File: config.mk
export PLATFORM = sky130hd
export DESIGN_NAME = cipher_mode_sync_control
export DESIGN_NICKNAME = d
export VERILOG_FILES = /design/src/shared/cipher_sync_pkg.sv /design/src/shared/ks_ctrl_if.sv /design/src/verilog/keystream_sequencer.sv /design/src/verilog/cipher_mode_sync_control.sv
export SDC_FILE = /design/constraint.sdc
export NUM_CORES = 1
export LEC_CHECK = 0
export ABC_AREA = 1
export BUFFER_PORTS_ARGS = -buffer_cell sky130_fd_sc_hd__buf_2
export CORE_AREA = 4 4 140 142
export DETAILED_ROUTE_END_ITERATION = 8
export DIE_AREA = 0 0 144 146
export GPL_ROUTABILITY_DRIVEN = 0
export PLACE_DENSITY = 0.81
export SLEW_MARGIN = 0
export SYNTH_ARGS = -nofsm -noshare
export SYNTH_HDL_FRONTEND = slang
export SYNTH_SLANG_ARGS = --single-unit
File: constraint.sdc
create_clock -name clk_i -period 3.2 [get_ports clk_i]
set_input_delay 0.64 -clock clk_i [delete_from_list [all_inputs] [get_ports clk_i]]
set_output_delay 0.64 -clock clk_i [all_outputs]
set_load 0.02 [all_outputs]
File: src/shared/cipher_sync_pkg.sv
// Constants and types shared by the cipher mode controller and its keystream sequencer.
// Assumes one clock domain and a frame-start pulse from the local MAC timing logic.
package cipher_sync_pkg;

	localparam int KEY_W = 128;
	localparam int OLD_KEY_W = 64;
	localparam int IV_W = 35;
	localparam int FN_W = 4;
	localparam int MF_W = 24;
	localparam int IV_MF_LSB = 4;
	localparam int IV_LBN_LSB = 28;
	localparam int IV_LBN_W = 4;
	localparam int IV_PAD_W = 3;
	localparam int KS_CNT_W = 10;
	localparam int SEG_IDX_W = 9;

	localparam logic [KS_CNT_W-1:0] SEG_BITS = 10'h168;
	localparam logic [KS_CNT_W-1:0] PAIR_BITS = 10'h2d0;
	localparam logic [IV_LBN_W-1:0] LBN_MAX = 4'hf;
	localparam logic [2:0] REQ_TRIES = 3'h5;
	localparam logic [2:0] CONF_TRIES = 3'h6;
	localparam logic [FN_W-1:0] FN_RESET = 4'h0;
	localparam logic [MF_W-1:0] MF_RESET = 24'h000000;

	typedef enum logic [2:0] {
		MSG_NONE = 3'b000,
		MSG_ON_REQUEST = 3'b001,
		MSG_ON_CONFIRM = 3'b010,
		MSG_ON_REJECT = 3'b011,
		MSG_ON_GRANT = 3'b100,
		MSG_OFF_REQUEST = 3'b101,
		MSG_OFF_CONFIRM = 3'b110,
		MSG_OFF_GRANT = 3'b111
	} msg_t;

	typedef enum logic [2:0] {
		ST_IDLE = 3'b000,
		ST_P_REQ = 3'b001,
		ST_P_GRANT = 3'b010,
		ST_F_CONF = 3'b011,
		ST_F_REJECT = 3'b100
	} state_t;

endpackage

File: src/shared/ks_ctrl_if.sv
// Link between the mode controller and the keystream sequencer.
// Both ends run on the same clock; no crossing inside.
`timescale 1ns/1ps
interface ks_ctrl_if;
	import cipher_sync_pkg::*;
	logic load;
	logic [FN_W-1:0] fn;
	logic [MF_W-1:0] mf;
	logic advanced;
	logic [IV_LBN_W-1:0] logical_bearer_number;
	logic fixed_role;
	logic bit_in;
	logic bit_in_valid;
	logic kload;
	logic [IV_W-1:0] iv;
	logic seg_valid;
	logic seg_bit;
	logic seg_second;
	logic seg_tx;
	logic [SEG_IDX_W-1:0] seg_idx;

	modport ctrl (
		output load, fn, mf, advanced, logical_bearer_number, fixed_role, bit_in, bit_in_valid,
		input kload, iv, seg_valid, seg_bit, seg_second, seg_tx, seg_idx
	);
	modport seq (
		input load, fn, mf, advanced, logical_bearer_number, fixed_role, bit_in, bit_in_valid,
		output kload, iv, seg_valid, seg_bit, seg_second, seg_tx, seg_idx
	);
endinterface

File: src/verilog/keystream_sequencer.sv
// Builds the per-frame init vector and splits 720 generator bits into two segments.
// Expects one load pulse per encrypted frame, with frame numbers already updated.
`timescale 1ns/1ps
module keystream_sequencer
	import cipher_sync_pkg::*;
(
	// Clock and reset
	input wire logic clk_i,
	input wire logic rst_n_i,
	// Controller link
	ks_ctrl_if.seq ks
);

	logic [IV_W-1:0] iv_q, iv_d;
	logic kload_q, kload_d;
	logic [KS_CNT_W-1:0] cnt_q, cnt_d;
	logic busy_q, busy_d;
	logic sv_q, sv_d;
	logic sb_q, sb_d;
	logic ss_q, ss_d;
	logic st_q, st_d;
	logic [SEG_IDX_W-1:0] si_q, si_d;
	logic [IV_LBN_W-1:0] lbn_star;
	logic second;

	always_comb begin
		lbn_star = ks.advanced ? LBN_MAX - ks.logical_bearer_number : '0;
		iv_d = iv_q;
		kload_d = 1'b0;
		cnt_d = cnt_q;
		busy_d = busy_q;
		sv_d = 1'b0;
		sb_d = sb_q;
		ss_d = ss_q;
		st_d = st_q;
		si_d = si_q;
		second = (cnt_q >= SEG_BITS);
		if (ks.load) begin
			// Fresh vector each frame, so successive frames use successive values
			iv_d = {{IV_PAD_W{1'b0}}, lbn_star, ks.mf, ks.fn};
			kload_d = 1'b1;
			cnt_d = '0;
			busy_d = 1'b1;
		end else if (busy_q && ks.bit_in_valid) begin
			sv_d = 1'b1;
			sb_d = ks.bit_in;
			ss_d = second;
			st_d = ks.fixed_role ^ second;
			si_d = second ? SEG_IDX_W'(cnt_q - SEG_BITS) : SEG_IDX_W'(cnt_q);
			cnt_d = cnt_q + 10'h001;
			if (cnt_q == PAIR_BITS - 10'h001) begin
				busy_d = 1'b0;
			end
		end
	end

	always_ff @(posedge clk_i) begin
		if (!rst_n_i) begin
			iv_q <= '0;
			kload_q <= 1'b0;
			cnt_q <= '0;
			busy_q <= 1'b0;
			sv_q <= 1'b0;
			sb_q <= 1'b0;
			ss_q <= 1'b0;
			st_q <= 1'b0;
			si_q <= '0;
		end else begin
			iv_q <= iv_d;
			kload_q <= kload_d;
			cnt_q <= cnt_d;
			busy_q <= busy_d;
			sv_q <= sv_d;
			sb_q <= sb_d;
			ss_q <= ss_d;
			st_q <= st_d;
			si_q <= si_d;
		end
	end

	assign ks.iv = iv_q;
	assign ks.kload = kload_q;
	assign ks.seg_valid = sv_q;
	assign ks.seg_bit = sb_q;
	assign ks.seg_second = ss_q;
	assign ks.seg_tx = st_q;
	assign ks.seg_idx = si_q;

endmodule

File: src/verilog/cipher_mode_sync_control.sv
// Peer-terminal cipher mode controller: frame counters, mode switch handshake,
// generator loading and keystream segment routing for one connection.
// Assumes frame_start_i, tail messages and generator bits come from same-clock MAC logic.
//
// Functional notes
// - Both ends start in clear mode and switch at agreed frame numbers.
// - Generator gets the shared cipher key: 128 bits new algorithm, 64 bits older.
// - Init vector is 35 bits, bit 0 least significant, depends on bearer.
// - Basic: bits 0-3 frame number, 4-27 multiframe number, 28-34 zero.
// - Advanced: bits 28-31 hold fifteen minus logical bearer number, 32-34 zero.
// - Generator reloads every encrypted frame with that frame's own numbering.
// - Each encrypted frame yields 720 bits: first half segment one, rest segment two.
// - Duplex: fixed side transmits with segment one; portable side transmits with two.
// - Double simplex: segment one serves the first bearer, segment two the second; this block routes duplex only.
// - Switch messages unencrypted; portable even frames late half, fixed odd early half.
// - Only portable initiates; mode covers all bearers, later bearers adopt it.
// - Each segment is 360 bits for the full-slot two-level structure.
`timescale 1ns/1ps
module cipher_mode_sync_control
	import cipher_sync_pkg::*;
(
	// Clock and reset
	input wire logic clk_i,
	input wire logic rst_n_i,
	// Connection setup
	input wire logic fixed_role_i,
	input wire logic advanced_i,
	input wire logic [IV_LBN_W-1:0] logical_bearer_number_i,
	input wire logic key_wide_i,
	input wire logic [KEY_W-1:0] cipher_key_i,
	input wire logic reject_default_i,
	// Frame timing
	input wire logic frame_start_i,
	input wire logic sync_i,
	input wire logic [FN_W-1:0] sync_frame_i,
	input wire logic [MF_W-1:0] sync_multiframe_i,
	// Upper layer
	input wire logic upper_switch_request_i,
	input wire logic upper_target_encrypt_i,
	input wire logic upper_default_key_i,
	output logic upper_switch_confirm_o,
	output logic upper_switch_reject_o,
	output logic upper_switch_indication_o,
	output logic upper_disconnect_indication_o,
	// Tail messages
	input wire logic rx_msg_valid_i,
	input wire logic [2:0] rx_msg_i,
	input wire logic rx_default_key_i,
	output logic tx_msg_valid_o,
	output logic [2:0] tx_msg_o,
	output logic tx_default_key_o,
	output logic tx_second_half_o,
	// Keystream generator
	output logic keystream_generator_load_o,
	output logic [KEY_W-1:0] keystream_generator_key_o,
	output logic [IV_W-1:0] init_vector_o,
	input wire logic keystream_generator_bit_i,
	input wire logic keystream_generator_bit_valid_i,
	// Segment stream and modes
	output logic keystream_segment_valid_o,
	output logic keystream_segment_bit_o,
	output logic keystream_segment_second_o,
	output logic keystream_segment_tx_o,
	output logic [SEG_IDX_W-1:0] keystream_segment_index_o,
	output logic tx_encrypt_o,
	output logic rx_decrypt_o,
	output logic rx_ignore_o,
	output logic frame_even_o
);

	ks_ctrl_if ks ();

	// Frame counters
	logic [FN_W-1:0] fn_q, fn_d;
	logic [MF_W-1:0] mf_q, mf_d;

	always_comb begin
		fn_d = fn_q;
		mf_d = mf_q;
		if (sync_i) begin
			fn_d = sync_frame_i;
			mf_d = sync_multiframe_i;
		end else if (frame_start_i) begin
			fn_d = fn_q + 4'h1;
			if (fn_q == 4'hf) begin
				mf_d = mf_q + 24'h000001;
			end
		end
	end

	always_ff @(posedge clk_i) begin
		if (!rst_n_i) begin
			fn_q <= FN_RESET;
			mf_q <= MF_RESET;
		end else begin
			fn_q <= fn_d;
			mf_q <= mf_d;
		end
	end

	// Mode switch control
	state_t state_q, state_d;
	logic [2:0] tries_q, tries_d;
	logic target_q, target_d;
	logic pend_q, pend_d;
	logic pend_tgt_q, pend_tgt_d;
	logic pend_dflt_q, pend_dflt_d;
	logic tx_enc_q, tx_enc_d;
	logic rx_dec_q, rx_dec_d;
	logic rx_ign_q, rx_ign_d;
	logic txv_q, txv_d;
	logic [2:0] txm_q, txm_d;
	logic txk_q, txk_d;
	logic cfm_q, cfm_d;
	logic rej_q, rej_d;
	logic ind_q, ind_d;
	logic dis_q, dis_d;
	logic load_q, load_d;
	logic [KEY_W-1:0] key_q, key_d;
	logic even_start, odd_start, rx_req_ok;
	msg_t rx_msg;

	always_comb begin
		rx_msg = msg_t'(rx_msg_i);
		even_start = frame_start_i && !fn_d[0];
		odd_start = frame_start_i && fn_d[0];
		state_d = state_q;
		tries_d = tries_q;
		target_d = target_q;
		pend_d = pend_q;
		pend_tgt_d = pend_tgt_q;
		pend_dflt_d = pend_dflt_q;
		tx_enc_d = tx_enc_q;
		rx_dec_d = rx_dec_q;
		rx_ign_d = rx_ign_q;
		txv_d = 1'b0;
		txm_d = txm_q;
		txk_d = txk_q;
		cfm_d = 1'b0;
		rej_d = 1'b0;
		ind_d = 1'b0;
		dis_d = 1'b0;
		// Requests arrive in even frames only; a stray one outside is not a switch
		rx_req_ok = rx_msg_valid_i && !fn_q[0] &&
			((rx_msg == MSG_ON_REQUEST && !tx_enc_q) ||
			(rx_msg == MSG_OFF_REQUEST && tx_enc_q));
		// Fixed role never initiates; a request while busy is dropped
		if (upper_switch_request_i && !fixed_role_i && state_q == ST_IDLE && !pend_q &&
			upper_target_encrypt_i != tx_enc_q) begin
			pend_d = 1'b1;
			pend_tgt_d = upper_target_encrypt_i;
			pend_dflt_d = upper_default_key_i;
		end
		case (state_q)
			ST_IDLE: begin
				if (fixed_role_i && rx_req_ok) begin
					target_d = (rx_msg == MSG_ON_REQUEST);
					tries_d = 3'h0;
					if (rx_msg == MSG_ON_REQUEST && rx_default_key_i && reject_default_i) begin
						state_d = ST_F_REJECT;
					end else begin
						tx_enc_d = (rx_msg == MSG_ON_REQUEST);
						txk_d = rx_default_key_i;
						state_d = ST_F_CONF;
					end
				end else if (!fixed_role_i && pend_q && even_start) begin
					txv_d = 1'b1;
					txm_d = pend_tgt_q ? MSG_ON_REQUEST : MSG_OFF_REQUEST;
					txk_d = pend_dflt_q;
					target_d = pend_tgt_q;
					tries_d = 3'h1;
					rx_ign_d = 1'b1;
					pend_d = 1'b0;
					state_d = ST_P_REQ;
				end
			end
			ST_P_REQ: begin
				if (rx_msg_valid_i && ((target_q && rx_msg == MSG_ON_CONFIRM) ||
					(!target_q && rx_msg == MSG_OFF_CONFIRM))) begin
					rx_dec_d = target_q;
					rx_ign_d = 1'b0;
					cfm_d = 1'b1;
					state_d = ST_P_GRANT;
				end else if (rx_msg_valid_i && target_q && txk_q && rx_msg == MSG_ON_REJECT) begin
					rx_ign_d = 1'b0;
					cfm_d = 1'b1;
					rej_d = 1'b1;
					state_d = ST_IDLE;
				end else if (even_start) begin
					if (tries_q == REQ_TRIES) begin
						dis_d = 1'b1;
						tx_enc_d = 1'b0;
						rx_dec_d = 1'b0;
						rx_ign_d = 1'b0;
						state_d = ST_IDLE;
					end else begin
						txv_d = 1'b1;
						tries_d = tries_q + 3'h1;
					end
				end
			end
			ST_P_GRANT: begin
				if (even_start) begin
					txv_d = 1'b1;
					txm_d = target_q ? MSG_ON_GRANT : MSG_OFF_GRANT;
					tx_enc_d = target_q;
					state_d = ST_IDLE;
				end
			end
			ST_F_CONF: begin
				if (rx_msg_valid_i && ((target_q && rx_msg == MSG_ON_GRANT) ||
					(!target_q && rx_msg == MSG_OFF_GRANT))) begin
					rx_dec_d = target_q;
					rx_ign_d = 1'b0;
					ind_d = 1'b1;
					state_d = ST_IDLE;
				end else if (odd_start) begin
					if (tries_q == CONF_TRIES) begin
						dis_d = 1'b1;
						tx_enc_d = 1'b0;
						rx_dec_d = 1'b0;
						rx_ign_d = 1'b0;
						state_d = ST_IDLE;
					end else begin
						txv_d = 1'b1;
						txm_d = target_q ? MSG_ON_CONFIRM : MSG_OFF_CONFIRM;
						tries_d = tries_q + 3'h1;
					end
				end else if (even_start) begin
					rx_ign_d = 1'b1;
				end
			end
			ST_F_REJECT: begin
				if (odd_start) begin
					txv_d = 1'b1;
					txm_d = MSG_ON_REJECT;
					txk_d = 1'b1;
					state_d = ST_IDLE;
				end
			end
			default: begin
				state_d = ST_IDLE;
			end
		endcase
		load_d = frame_start_i && (tx_enc_d || rx_dec_d ||
			(state_d == ST_P_REQ && target_d));
		key_d = key_wide_i ? cipher_key_i :
			{{(KEY_W-OLD_KEY_W){1'b0}}, cipher_key_i[OLD_KEY_W-1:0]};
	end

	always_ff @(posedge clk_i) begin
		if (!rst_n_i) begin
			state_q <= ST_IDLE;
			tries_q <= 3'h0;
			target_q <= 1'b0;
			pend_q <= 1'b0;
			pend_tgt_q <= 1'b0;
			pend_dflt_q <= 1'b0;
			tx_enc_q <= 1'b0;
			rx_dec_q <= 1'b0;
			rx_ign_q <= 1'b0;
			txv_q <= 1'b0;
			txm_q <= MSG_NONE;
			txk_q <= 1'b0;
			cfm_q <= 1'b0;
			rej_q <= 1'b0;
			ind_q <= 1'b0;
			dis_q <= 1'b0;
			load_q <= 1'b0;
			key_q <= '0;
		end else begin
			state_q <= state_d;
			tries_q <= tries_d;
			target_q <= target_d;
			pend_q <= pend_d;
			pend_tgt_q <= pend_tgt_d;
			pend_dflt_q <= pend_dflt_d;
			tx_enc_q <= tx_enc_d;
			rx_dec_q <= rx_dec_d;
			rx_ign_q <= rx_ign_d;
			txv_q <= txv_d;
			txm_q <= txm_d;
			txk_q <= txk_d;
			cfm_q <= cfm_d;
			rej_q <= rej_d;
			ind_q <= ind_d;
			dis_q <= dis_d;
			load_q <= load_d;
			key_q <= key_d;
		end
	end

	assign ks.load = load_q;
	assign ks.fn = fn_q;
	assign ks.mf = mf_q;
	assign ks.advanced = advanced_i;
	assign ks.logical_bearer_number = logical_bearer_number_i;
	assign ks.fixed_role = fixed_role_i;
	assign ks.bit_in = keystream_generator_bit_i;
	assign ks.bit_in_valid = keystream_generator_bit_valid_i;

	keystream_sequencer u_seq (
		.clk_i(clk_i),
		.rst_n_i(rst_n_i),
		.ks(ks)
	);

	assign upper_switch_confirm_o = cfm_q;
	assign upper_switch_reject_o = rej_q;
	assign upper_switch_indication_o = ind_q;
	assign upper_disconnect_indication_o = dis_q;
	// Tail messages stay clear and sit in the role's own half frame
	assign tx_msg_valid_o = txv_q;
	assign tx_msg_o = txm_q;
	assign tx_default_key_o = txk_q;
	assign tx_second_half_o = !fixed_role_i;
	assign keystream_generator_load_o = ks.kload;
	assign keystream_generator_key_o = key_q;
	assign init_vector_o = ks.iv;
	assign keystream_segment_valid_o = ks.seg_valid;
	assign keystream_segment_bit_o = ks.seg_bit;
	assign keystream_segment_second_o = ks.seg_second;
	assign keystream_segment_tx_o = ks.seg_tx;
	assign keystream_segment_index_o = ks.seg_idx;
	// One mode per connection; new bearers copy these levels at setup
	assign tx_encrypt_o = tx_enc_q;
	assign rx_decrypt_o = rx_dec_q;
	assign rx_ignore_o = rx_ign_q;
	assign frame_even_o = !fn_q[0];

endmodule

==> results of run 1 <==
## cell type report
cell class | count | area share
Inverter | 222 | 0.0699
Tap cell | 234 | 0.0245
Multi-Input combinational cell | 692 | 0.277
Clock inverter | 9 | 0.0128
Timing Repair Buffer | 372 | 0.157
Sequential cell | 236 | 0.395
Clock buffer | 37 | 0.0620
Antenna cell | 4 | 0.000838
## state kept, by name (all words and copies together), names as in the netlist, 3 cells and up
signal / cells
state_q: 3
fn_q: 4
u_seq.cnt_q: 10
u_seq.ks.seg_idx: 9
ks.mf: 24
tries_q: 3
tx_msg_o: 3
keystream_generator_key_o: 128
u_seq.ks.iv: 32
## synth_stat cells, types with 5 or more instances
cell	n	area, um2
nor2_2	12	75.1
ha_1	9	113
nor2_4	6	67.6
o21ai_1	9	45.0
inv_2	16	60.1
o21ai_0	58	290
o211ai_1	10	75.1
inv_1	204	766
xor2_1	13	114
nand4_1	15	93.8
a31oi_1	13	81.3
o31ai_1	5	37.5
nand3_1	39	195
clkbuf_1	31	116
nor3_1	14	70.1
nand2_1	269	1010
dfxtp_1	236	4720
a21oi_1	51	255
nand2_2	8	50.1
nor2_1	136	510
## worst max-delay path, delay by kind of cell
kind	cells	cell delay [ps]
buffers and inverters	3	990
and+or+nand+nor	3	640
AOI/OAI and AO/OA	1	140
## where the power goes
| part | switching (mW) | total, mW | internal (mW) |
|---|---|---|---|
| sequential | 0.0577 | 3.11 | 3.05 |
| clock | 1.15 | 3.08 | 1.92 |
| combinational | 0.392 | 0.614 | 0.222 |
| total | 1.60 | 6.80 | 5.19 |
## layer usage
layer	vias to the layer above	global-route usage	wire length, um
li1	4374	-	-
met1	3937	0.297	10500
met2	376	0.415	13200
met3	54	0.0766	2850
met4	2	0.0829	731
met5	-	0	40
## worst paths after layout
path,cells past startpoint,start,slack (ps),to
worst max-delay path,7,sync_i,1210,ks.mf[21]$_SDFFE_PN0P_
worst min-delay path,3,cipher_key_i[44],310,keystream_generator_key_o[44]$_SDFF_PN0_
worst max register to register,9,ks.mf[6]$_SDFFE_PN0P_,1340,ks.mf[15]$_SDFFE_PN0P_
worst min register to register,2,u_seq.ks.iv[22]$_SDFFE_PN0P_,450,u_seq.ks.iv[22]$_SDFFE_PN0P_
## through the flow
step	util	instance area (um2)	hold WS [ps]
after floorplan	-	9040	440
after global placement	0.599	11000	424
after detailed placement	0.599	11000	430
after CTS	0.647	11900	285
after global routing	0.647	11900	289
final	0.647	11900	309
## logic make-up (layout without fill, tap and decap cells)
group	after synthesis	after routing	share of synthesized area
compound gates	159	159	0.100
xor+xnor	15	15	0.0145
fa+ha+maj	9	9	0.0125
buf+inv	262	640	0.112
flops	236	236	0.523
other cells	1	7	0.000415
simple gates	506	506	0.238
==> metrics.yaml, run 1 <==
status:
  outcome: "completed"
grt:
  grt_max_degree: 58
  grt_overflow: 0
  grt_pass1_vias: 8194
  grt_antenna_before_repair: 4
  track_usage: 0.246
  grt_pass1_wl_mm: 41.7
clocking:
  cts.sinks: 236
  cts_tree: "built"
  htreeDepth: 1
  hold_buffers: 0
  clockBufferDepth: 3
  root_buffer: "clkbuf_16"
  cts_resized: 0
  clk_pin_slew_worst_paths_ps: 60
  clk_latency_ps: 510
  post_cts_buffers: 0
  cts_buffers: 25
hold_path:
  holdCritPathClass: "in -> reg"
cells_and_area:
  multi_input_area_mm2: 0.00331
  final_common_cell: "buf_2"
  nets: 1736
  area_delta_synth_final_pct: 32.3
  fill_cells: 1618
  fin_cells: 1806
  drive_gt1_frac: 0.298
  seq_area_mm2: 0.00472
  layout_common_cells: "buf_2 (364), nand2_1 (268), dfxtp_1 (236), inv_1 (204), nor2_1 (135)"
placed_design:
  dp_cells: 1756
  dp_hpwl_mm: 20.8
  portBuffers: 365
  pre_cts_ws_ps: 746
pwr:
  power_density_mw_per_mm2: 569
  power_mw: 6.80
  ir_drop_mv: 0.435
  cellLeakagePower_nw: 6.51
worst_setup_path:
  path_class: "in -> reg"
  cp_max_fo: 27
  crit_path_start_kind: "input pin"
  cp.required_ps: 3630
  path_cells: "buf_2, inv_2, nand2_1, inv_2, nor2_1, nand2_1, a21oi_1"
  slowest_delay_ps: 400
  cpMaxStageDelayCell: "buf_2"
  endpoint_kind: "flip-flop"
  crit_arrival_ps: 2420
sta:
  setup_slack_ps: 1210
  post-route-period-util: 0.622
  fin_skew_ps: 8.98
  period_needed_ps: 1990
  rsz0062_at_grt: "false"
  slew_viol_final: 0
  fin_setup_tns_ps: 0
  hold_violations: 0
  slew_headroom: 0.490
  tightest_slew_ps: 762
  fmax_mhz: 503
  setup_viol: 0
yosys:
  postSynthCellCount: 1188
  synth-edff-count: 0
  synth_ff_type: "dfxtp_1"
  synth.distinct_cells: 41
  yosysWarnings: 0
  synth-async-reset-ratio: 0
  ys_ff_latch: 236
  avgSynthCellArea_um2: 7.60
  synth_area_mm2: 0.00903
  yosysSeqAreaShare: 0.523
run:
  max_cap_viol_count: 0
detailed_routing:
  post-route-drc-count: 0
  viasPerCell: 4.84
  vias: 8743
  drt-pass1-iter-count: 5
  drtIter0Drc: 567
  detail-route-antenna-nets: 0
  avgRoutedWirePerCell_um: 15.1
  drt_wl_total_mm: 27.3
die:
  start_util: 0.489
  fp.coreArea_mm2: 0.0185
  die_w_um: 144
  row_count: 50
  dieArea_mm2: 0.0210
  die_h_um: 146
  ios: 369
(Power assumes the default switching activity.)
==> run 2: changes to the inputs <==
--- a/config.mk
+++ b/config.mk
@@ -7,11 +7,11 @@
 export LEC_CHECK = 0
 export ABC_AREA = 1
 export BUFFER_PORTS_ARGS = -buffer_cell sky130_fd_sc_hd__buf_2
-export CORE_AREA = 4 4 140 142
+export CORE_AREA = 4 4 144 159
 export DETAILED_ROUTE_END_ITERATION = 8
-export DIE_AREA = 0 0 144 146
+export DIE_AREA = 0 0 148 163
 export GPL_ROUTABILITY_DRIVEN = 0
-export PLACE_DENSITY = 0.81
+export PLACE_DENSITY = 0.75
 export SLEW_MARGIN = 0
 export SYNTH_ARGS = -nofsm -noshare
 export SYNTH_HDL_FRONTEND = slang
==> constraint.sdc (replaced) <==
create_clock -name clk_i -period 1.7 [get_ports clk_i]
set_input_delay 0.34 -clock clk_i [delete_from_list [all_inputs] [get_ports clk_i]]
set_output_delay 0.34 -clock clk_i [all_outputs]
set_load 0.02 [all_outputs]
==> run 2 against run 1 <==
Against the previous run:
- sequential cell count is the same
- critical path type is now reg -> reg
- final area increased by 7.4%
- power increased by 81%
- clock power increased by 65%
- worst hold slack worse by 290 ps
- non-clock buffer count increased by 91
==> metrics.yaml, run 2 (same netlist as run 1, synthesis figures left out) <==
worst_setup_path:
  cp.required_ps: 2140  # -1490 ps
  worst-r2r-setup-slack_ps: 90  # -1250 ps
  cpMaxStageDelayCell: "dfxtp_2"
  crit_path_start_kind: "flip-flop"
  slowest_delay_ps: 370  # -30 ps
  crit_arrival_ps: 2050  # -370 ps
  endpoint_kind: "flip-flop"
  timing.rr.end: "ks.mf[12]$_SDFFE_PN0P_"
  cp_max_fo: 5  # -81%
  rr_worst_depth: 9  # unchanged
  path_class: "reg -> reg"
  timing.rr.start: "ks.mf[0]$_SDFFE_PN0P_"
  path_cells: "ha_2, nand3_2, nor2_4, nand2_1, nor2_2, buf_4, xor2_1, o21ai_0, a21oi_1"
sta:
  tightest_slew_ps: 492  # -271 ps
  period_needed_ps: 1610
  slew_viol_final: 0  # unchanged
  fin_setup_tns_ps: 0  # unchanged
  hold_violations: 0  # unchanged
  setup_viol: 0  # unchanged
  fin_skew_ps: 7.96  # -1.02 ps
  rsz0062_at_grt: "false"
  post-route-period-util: 0.949
  slew_headroom: 0.670  # +0.180
  fmax_mhz: 620
detailed_routing:
  drtIter0Drc: 463  # -18%
  post-route-drc-count: 0  # unchanged
  drt-pass1-iter-count: 5  # unchanged
  avgRoutedWirePerCell_um: 15.4  # +1.6%
  drt_wl_total_mm: 29.9  # +9.5%
  viasPerCell: 4.73  # -2.2%
  vias: 9217  # +5.4%
  detail-route-antenna-nets: 0  # unchanged
grt:
  grt_overflow: 0  # unchanged
  grt_pass1_wl_mm: 46.1  # +11%
  grt_antenna_before_repair: 4  # unchanged
  grt_util_met1: 0.274  # -0.0230
  grt_max_degree: 45  # -22%
  grt.met2_usage: 0.402  # -0.0129
  grt_pass1_vias: 9185  # +12%
  track_usage: 0.233  # -0.0131
  grt.busiest_layer: "met2"
  use_met3: 0.0732  # -0.00337
clocking:
  clk_latency_ps: 510  # about the same
  clockBufferDepth: 3  # unchanged
  cts_tree: "built"
  clk_pin_slew_worst_paths_ps: 60  # about the same
  htreeDepth: 1  # unchanged
  cts.sinks: 236  # unchanged
  cts_buffers: 25  # unchanged
  root_buffer: "clkbuf_16"
pwr:
  power_mw: 12.3  # +81%
  power_density_mw_per_mm2: 956  # +68%
  cellLeakagePower_nw: 6.89  # +5.9%
  ir_drop_mv: 0.830  # +91%
hold_path:
  min_from: "cipher_key_i[7]"
  holdCritPathClass: "in -> reg"
  worstHoldEndpoint: "keystream_generator_key_o[7]$_SDFF_PN0_"
  whs_path_depth: 3  # unchanged
run:
  max_cap_viol_count: 0  # unchanged
die:
  ios: 369  # unchanged
  fp.coreArea_mm2: 0.0213  # +15%
  die_w_um: 148  # +2.8%
  start_util: 0.424  # -0.0654
  row_count: 56  # +12%
  die_h_um: 163  # +12%
  dieArea_mm2: 0.0241  # +15%
placed_design:
  portBuffers: 365  # unchanged
  dp_hpwl_mm: 21.4  # +2.9%
cells_and_area:
  layout_common_cells: "buf_2 (365), nand2_1 (262), dfxtp_1 (226), inv_1 (204), nor2_1 (132)"
  largest_register_ffs: 128  # unchanged
  final_common_cell: "buf_2"
  drive_gt1_frac: 0.315  # +0.0176
  nets: 1827  # +5.2%
  area_delta_synth_final_pct: 42.1
  final_util: 0.602  # -0.0451
status:
  outcome: "completed"
==> run 2: cell count changes in the layout (fill, tap and decap cells not counted), sizes merged <==
cell	delta
clkinv	-3
dlygate4sd3	+55
diode	-2
buf	+36
clkbuf	+2
bufinv	-4
inv	+1
==> run 2: cell type report <==
cell class                      count  area, um2
Sequential cell                   236       4740
Inverter                          222        838
Tap cell                          290        363
Timing Repair Buffer              463       2750
Clock buffer                       39        738
Fill cell                        1844       8470
Clock inverter                      3       22.5
Multi-Input combinational cell    692       3380
Antenna cell                        2       5.00
==> run 2: routing by layer <==
metal,share of wire,wire [um],up-vias
met4,0.033,989,4
met3,0.10,3020,91
met2,0.49,14600,423
met1,0.38,11300,4155
met5,0.00087,26,-
li1,-,-,4544
==> run 2: per-stage QoR <==
stage,area [um2],hold slack [ps],std cells,setup WS (ps)
after CTS,12700,0.0510,1943,27.8
final,12800,22.9,1947,87.2
after global routing,12800,11.5,1946,0.545
after floorplan,9040,438,1190,139
after detailed placement,11400,427,1846,38.3
after global placement,11400,429,1846,85.9
==> run 2: how the worst max path moves through the flow <==
| stage | from | slack (ps) | cells after the start | end |
|---|---|---|---|---|
| 3_3_place_gp | state_q[1]$_SDFF_PN0_ | 90 | 10 | ks.load$_SDFF_PN0_ |
| 4_1_cts | ks.mf[0]$_SDFFE_PN0P_ | 30 | 9 | ks.mf[14]$_SDFFE_PN0P_ |
| 5_1_grt | ks.mf[7]$_SDFFE_PN0P_ | 0.5 | 9 | ks.mf[15]$_SDFFE_PN0P_ |
| 2_1_floorplan | ks.mf[0]$_SDFFE_PN0P_ | 140 | 9 | ks.mf[14]$_SDFFE_PN0P_ |
| 3_5_place_dp | ks.mf[0]$_SDFFE_PN0P_ | 40 | 9 | ks.mf[14]$_SDFFE_PN0P_ |
| 6_report | ks.mf[0]$_SDFFE_PN0P_ | 90 | 9 | ks.mf[12]$_SDFFE_PN0P_ |
==> run 2: timing repair <==
item / in CTS / in global routing
setup endpoints to repair: 0 / 26
hold buffers: 55 / 0
endpoints found under the hold margin: 55 / 0
setup buffers: 0 / 2
resized for setup: 0 / 32
==> run 2: critical path, delay by kind of cell (launching register included) <==
kind	cells	cell delay, ps
XOR/XNOR	1	140
adder cells (fa/ha/maj)	1	210
AND/OR/NAND/NOR	4	460
flip-flops	1	370
AO/OA/AOI/OAI	2	220
buffers and inverters	1	130
==> run 2: power by group <==
part	switching (mW)	internal, mW	total, mW
Sequential	0.103	5.74	5.84
Combinational	0.805	0.548	1.35
Clock	2.11	2.96	5.08
Total	3.02	9.25	12.3
==> run 3: changes to the inputs <==
--- a/config.mk
+++ b/config.mk
@@ -6,12 +6,12 @@
 export NUM_CORES = 1
 export LEC_CHECK = 0
 export ABC_AREA = 1
-export BUFFER_PORTS_ARGS = -buffer_cell sky130_fd_sc_hd__buf_2
-export CORE_AREA = 4 4 144 159
+export CORE_AREA = 4 4 140 142
 export DETAILED_ROUTE_END_ITERATION = 8
-export DIE_AREA = 0 0 148 163
+export DIE_AREA = 0 0 144 146
+export DONT_BUFFER_PORTS = 1
 export GPL_ROUTABILITY_DRIVEN = 0
-export PLACE_DENSITY = 0.75
+export PLACE_DENSITY = 0.67
 export SLEW_MARGIN = 0
 export SYNTH_ARGS = -nofsm -noshare
 export SYNTH_HDL_FRONTEND = slang
==> run 3 against run 2 <==
Against the previous run:
- final area shrank 3.3%
- combinational power shrank 23%
- first-iteration DRC count shrank 3.2%
- utilization grew 7.0 points
- final cell count shrank 14%
- register-to-register slack gained 20 ps
- power grew 0.40%
- sequential share of layout area grew 1.3 points
==> metrics.yaml, run 3 (same netlist as run 1, synthesis figures left out) <==
worst_setup_path:
  cp_max_fo: 4  # -1
  crit_arrival_ps: 1980  # -70 ps
  path_class: "reg -> reg"
  cp.required_ps: 2080  # -60 ps
  crit_path_start_kind: "flip-flop"
  endpoint_kind: "flip-flop"
pwr:
  pwr-share-comb: 0.084  # -0.026
  power.switching_mw: 3.02  # -0.12%
  intPower_mw: 9.30  # +0.56%
  ir_drop_mv: 0.812  # -2.1%
  cellLeakagePower_nw: 5.75  # -17%
  power_mw: 12.3  # +0.40%
  power_density_mw_per_mm2: 993  # +3.9%
  seq_power_share: 0.494  # +0.018
  p_clk_frac: 0.422  # +0.008
  swShare: 0.245  # -0.00126
cells_and_area:
  postLayoutCellArea_mm2: 0.0124  # -3.3%
  multi_input_area_mm2: 0.00342  # +1.1%
  seq_area_mm2: 0.00474  # +0.13%
  layout_common_cells: "nand2_1 (261), dfxtp_1 (227), inv_1 (203), dlygate4sd3_1 (197), nor2_1 (128)"
  area_delta_synth_final_pct: 37.3
  final_common_cell: "nand2_1"
  nets: 1604  # -12%
  drive_gt1_frac: 0.114  # -0.202
  final_util: 0.672  # +0.0696
  fill_cells: 1454  # -21%
  largest_register_ffs: 128  # unchanged
clocking:
  clockBufferDepth: 3  # unchanged
  root_buffer: "clkbuf_16"
  htreeDepth: 1  # unchanged
  cts.sinks: 236  # unchanged
  clk_pin_slew_worst_paths_ps: 60  # about the same
  cts_tree: "built"
  cts_buffers: 25  # unchanged
  clk_latency_ps: 510  # about the same
die:
  dieArea_mm2: 0.0210  # -13%
  die_h_um: 146  # -10%
  die_w_um: 144  # -2.7%
  row_count: 50  # -11%
  start_util: 0.489  # +0.0654
  ios: 369  # unchanged
  fp.coreArea_mm2: 0.0185  # -13%
detailed_routing:
  drt-pass1-iter-count: 5  # unchanged
  detail-route-antenna-nets: 0  # unchanged
  avgRoutedWirePerCell_um: 18.6  # +21%
  post-route-drc-count: 0  # unchanged
  drtIter0Drc: 448  # -3.2%
  drt_wl_total_mm: 31.0  # +3.6%
  vias: 8543  # -7.3%
  viasPerCell: 5.12  # +8.1%
grt:
  grt_pass1_vias: 8744  # -4.8%
  grt_overflow: 0  # unchanged
  grt_max_degree: 65  # +44%
  grt_antenna_before_repair: 2  # -2
  track_usage: 0.280  # +0.0463
  grt_pass1_wl_mm: 46.8  # +1.4%
placed_design:
  dp_hpwl_mm: 19.2  # -10%
  placed_area_mm2: 0.00946  # -17%
  portBuffers: 0  # -100%
status:
  outcome: "completed"
sta:
  slew_viol_final: 0  # unchanged
  fin_hold_ws_ps: 22.9  # +0.0289 ps
  fin_setup_tns_ps: 0  # unchanged
  period_needed_ps: 1600  # -17.7 ps
  fin_skew_ps: 13.3  # +5.29 ps
  post-route-period-util: 0.938  # -0.0104
  setup_viol: 0  # unchanged
  fmax_mhz: 627  # +1.1%
  hold_violations: 0  # unchanged
hold_path:
  holdCritPathClass: "in -> reg"
run:
  max_cap_viol_count: 0  # unchanged
==> run 3: what timing repair did <==
action,in CTS,in global routing
endpoints found under the setup margin,1,25
hold buffers,197,1
setup buffers,0,6
gates resized for setup,1,41
gates cloned,0,0
pin swaps,0,9
endpoints found under the hold margin,155,1
==> run 3: per-stage QoR <==
stage	worst slack [ps]	std cells
2_1_floorplan	139	1190
3_3_place_gp	6.80	1420
3_5_place_dp	4.24	1420
4_1_cts	38.4	1660
5_1_grt	-26.8	1669
6_report	105	1669
==> run 3: path summary, 6_finish.rpt <==
check / startpoint / end / slack [ps] / depth (start not counted)
min reg2reg: pend_dflt_q$_SDFFE_PN0P_ / pend_dflt_q$_SDFFE_PN0P_ / 460 / 2
max: ks.mf[8]$_SDFFE_PN0P_ / ks.mf[17]$_SDFFE_PN0P_ / 100 / 9
max reg2reg: ks.mf[8]$_SDFFE_PN0P_ / ks.mf[17]$_SDFFE_PN0P_ / 100 / 9
min: sync_multiframe_i[5] / ks.mf[5]$_SDFFE_PN0P_ / 20 / 2
==> run 3: cell type report <==
class                           instances  share of cell area
Antenna cell                            2            0.000404
Sequential cell                       236               0.382
Clock inverter                          6             0.00535
Timing Repair Buffer                  240               0.188
Inverter                              222              0.0674
Clock buffer                           37              0.0573
Multi-Input combinational cell        692               0.275
Tap cell                              234              0.0236
==> run 3: power groups by stage <==
| stage | combinational [mW] | clock [mW] | sequential [mW] |
|---|---|---|---|
| after floorplan | 0.457 | 0 | 6.14 |
| after global placement | 0.565 | 0 | 6.20 |
| after detailed placement | 0.577 | 0 | 6.20 |
| after CTS | 0.973 | 5.27 | 6.08 |
| after global routing | 1.14 | 5.54 | 6.11 |
| final | 1.04 | 5.19 | 6.09 |
==> run 3: critical path, stage by stage, from the launching register on <==
cell	delay [ps]
dfxtp_1	390
nand2_1	100
nor2_2	190
nand2_1	130
nor3_4	230
nand2_1	110
a21oi_1	140
o21ai_1	80
nand2_1	60
a21oi_1	50
==> run 3: layer usage <==
metal	wire length, um	global-route usage
met1	11300	0.308
met2	15100	0.478
met3	3140	0.0950
met4	1490	0.132
met5	0	0
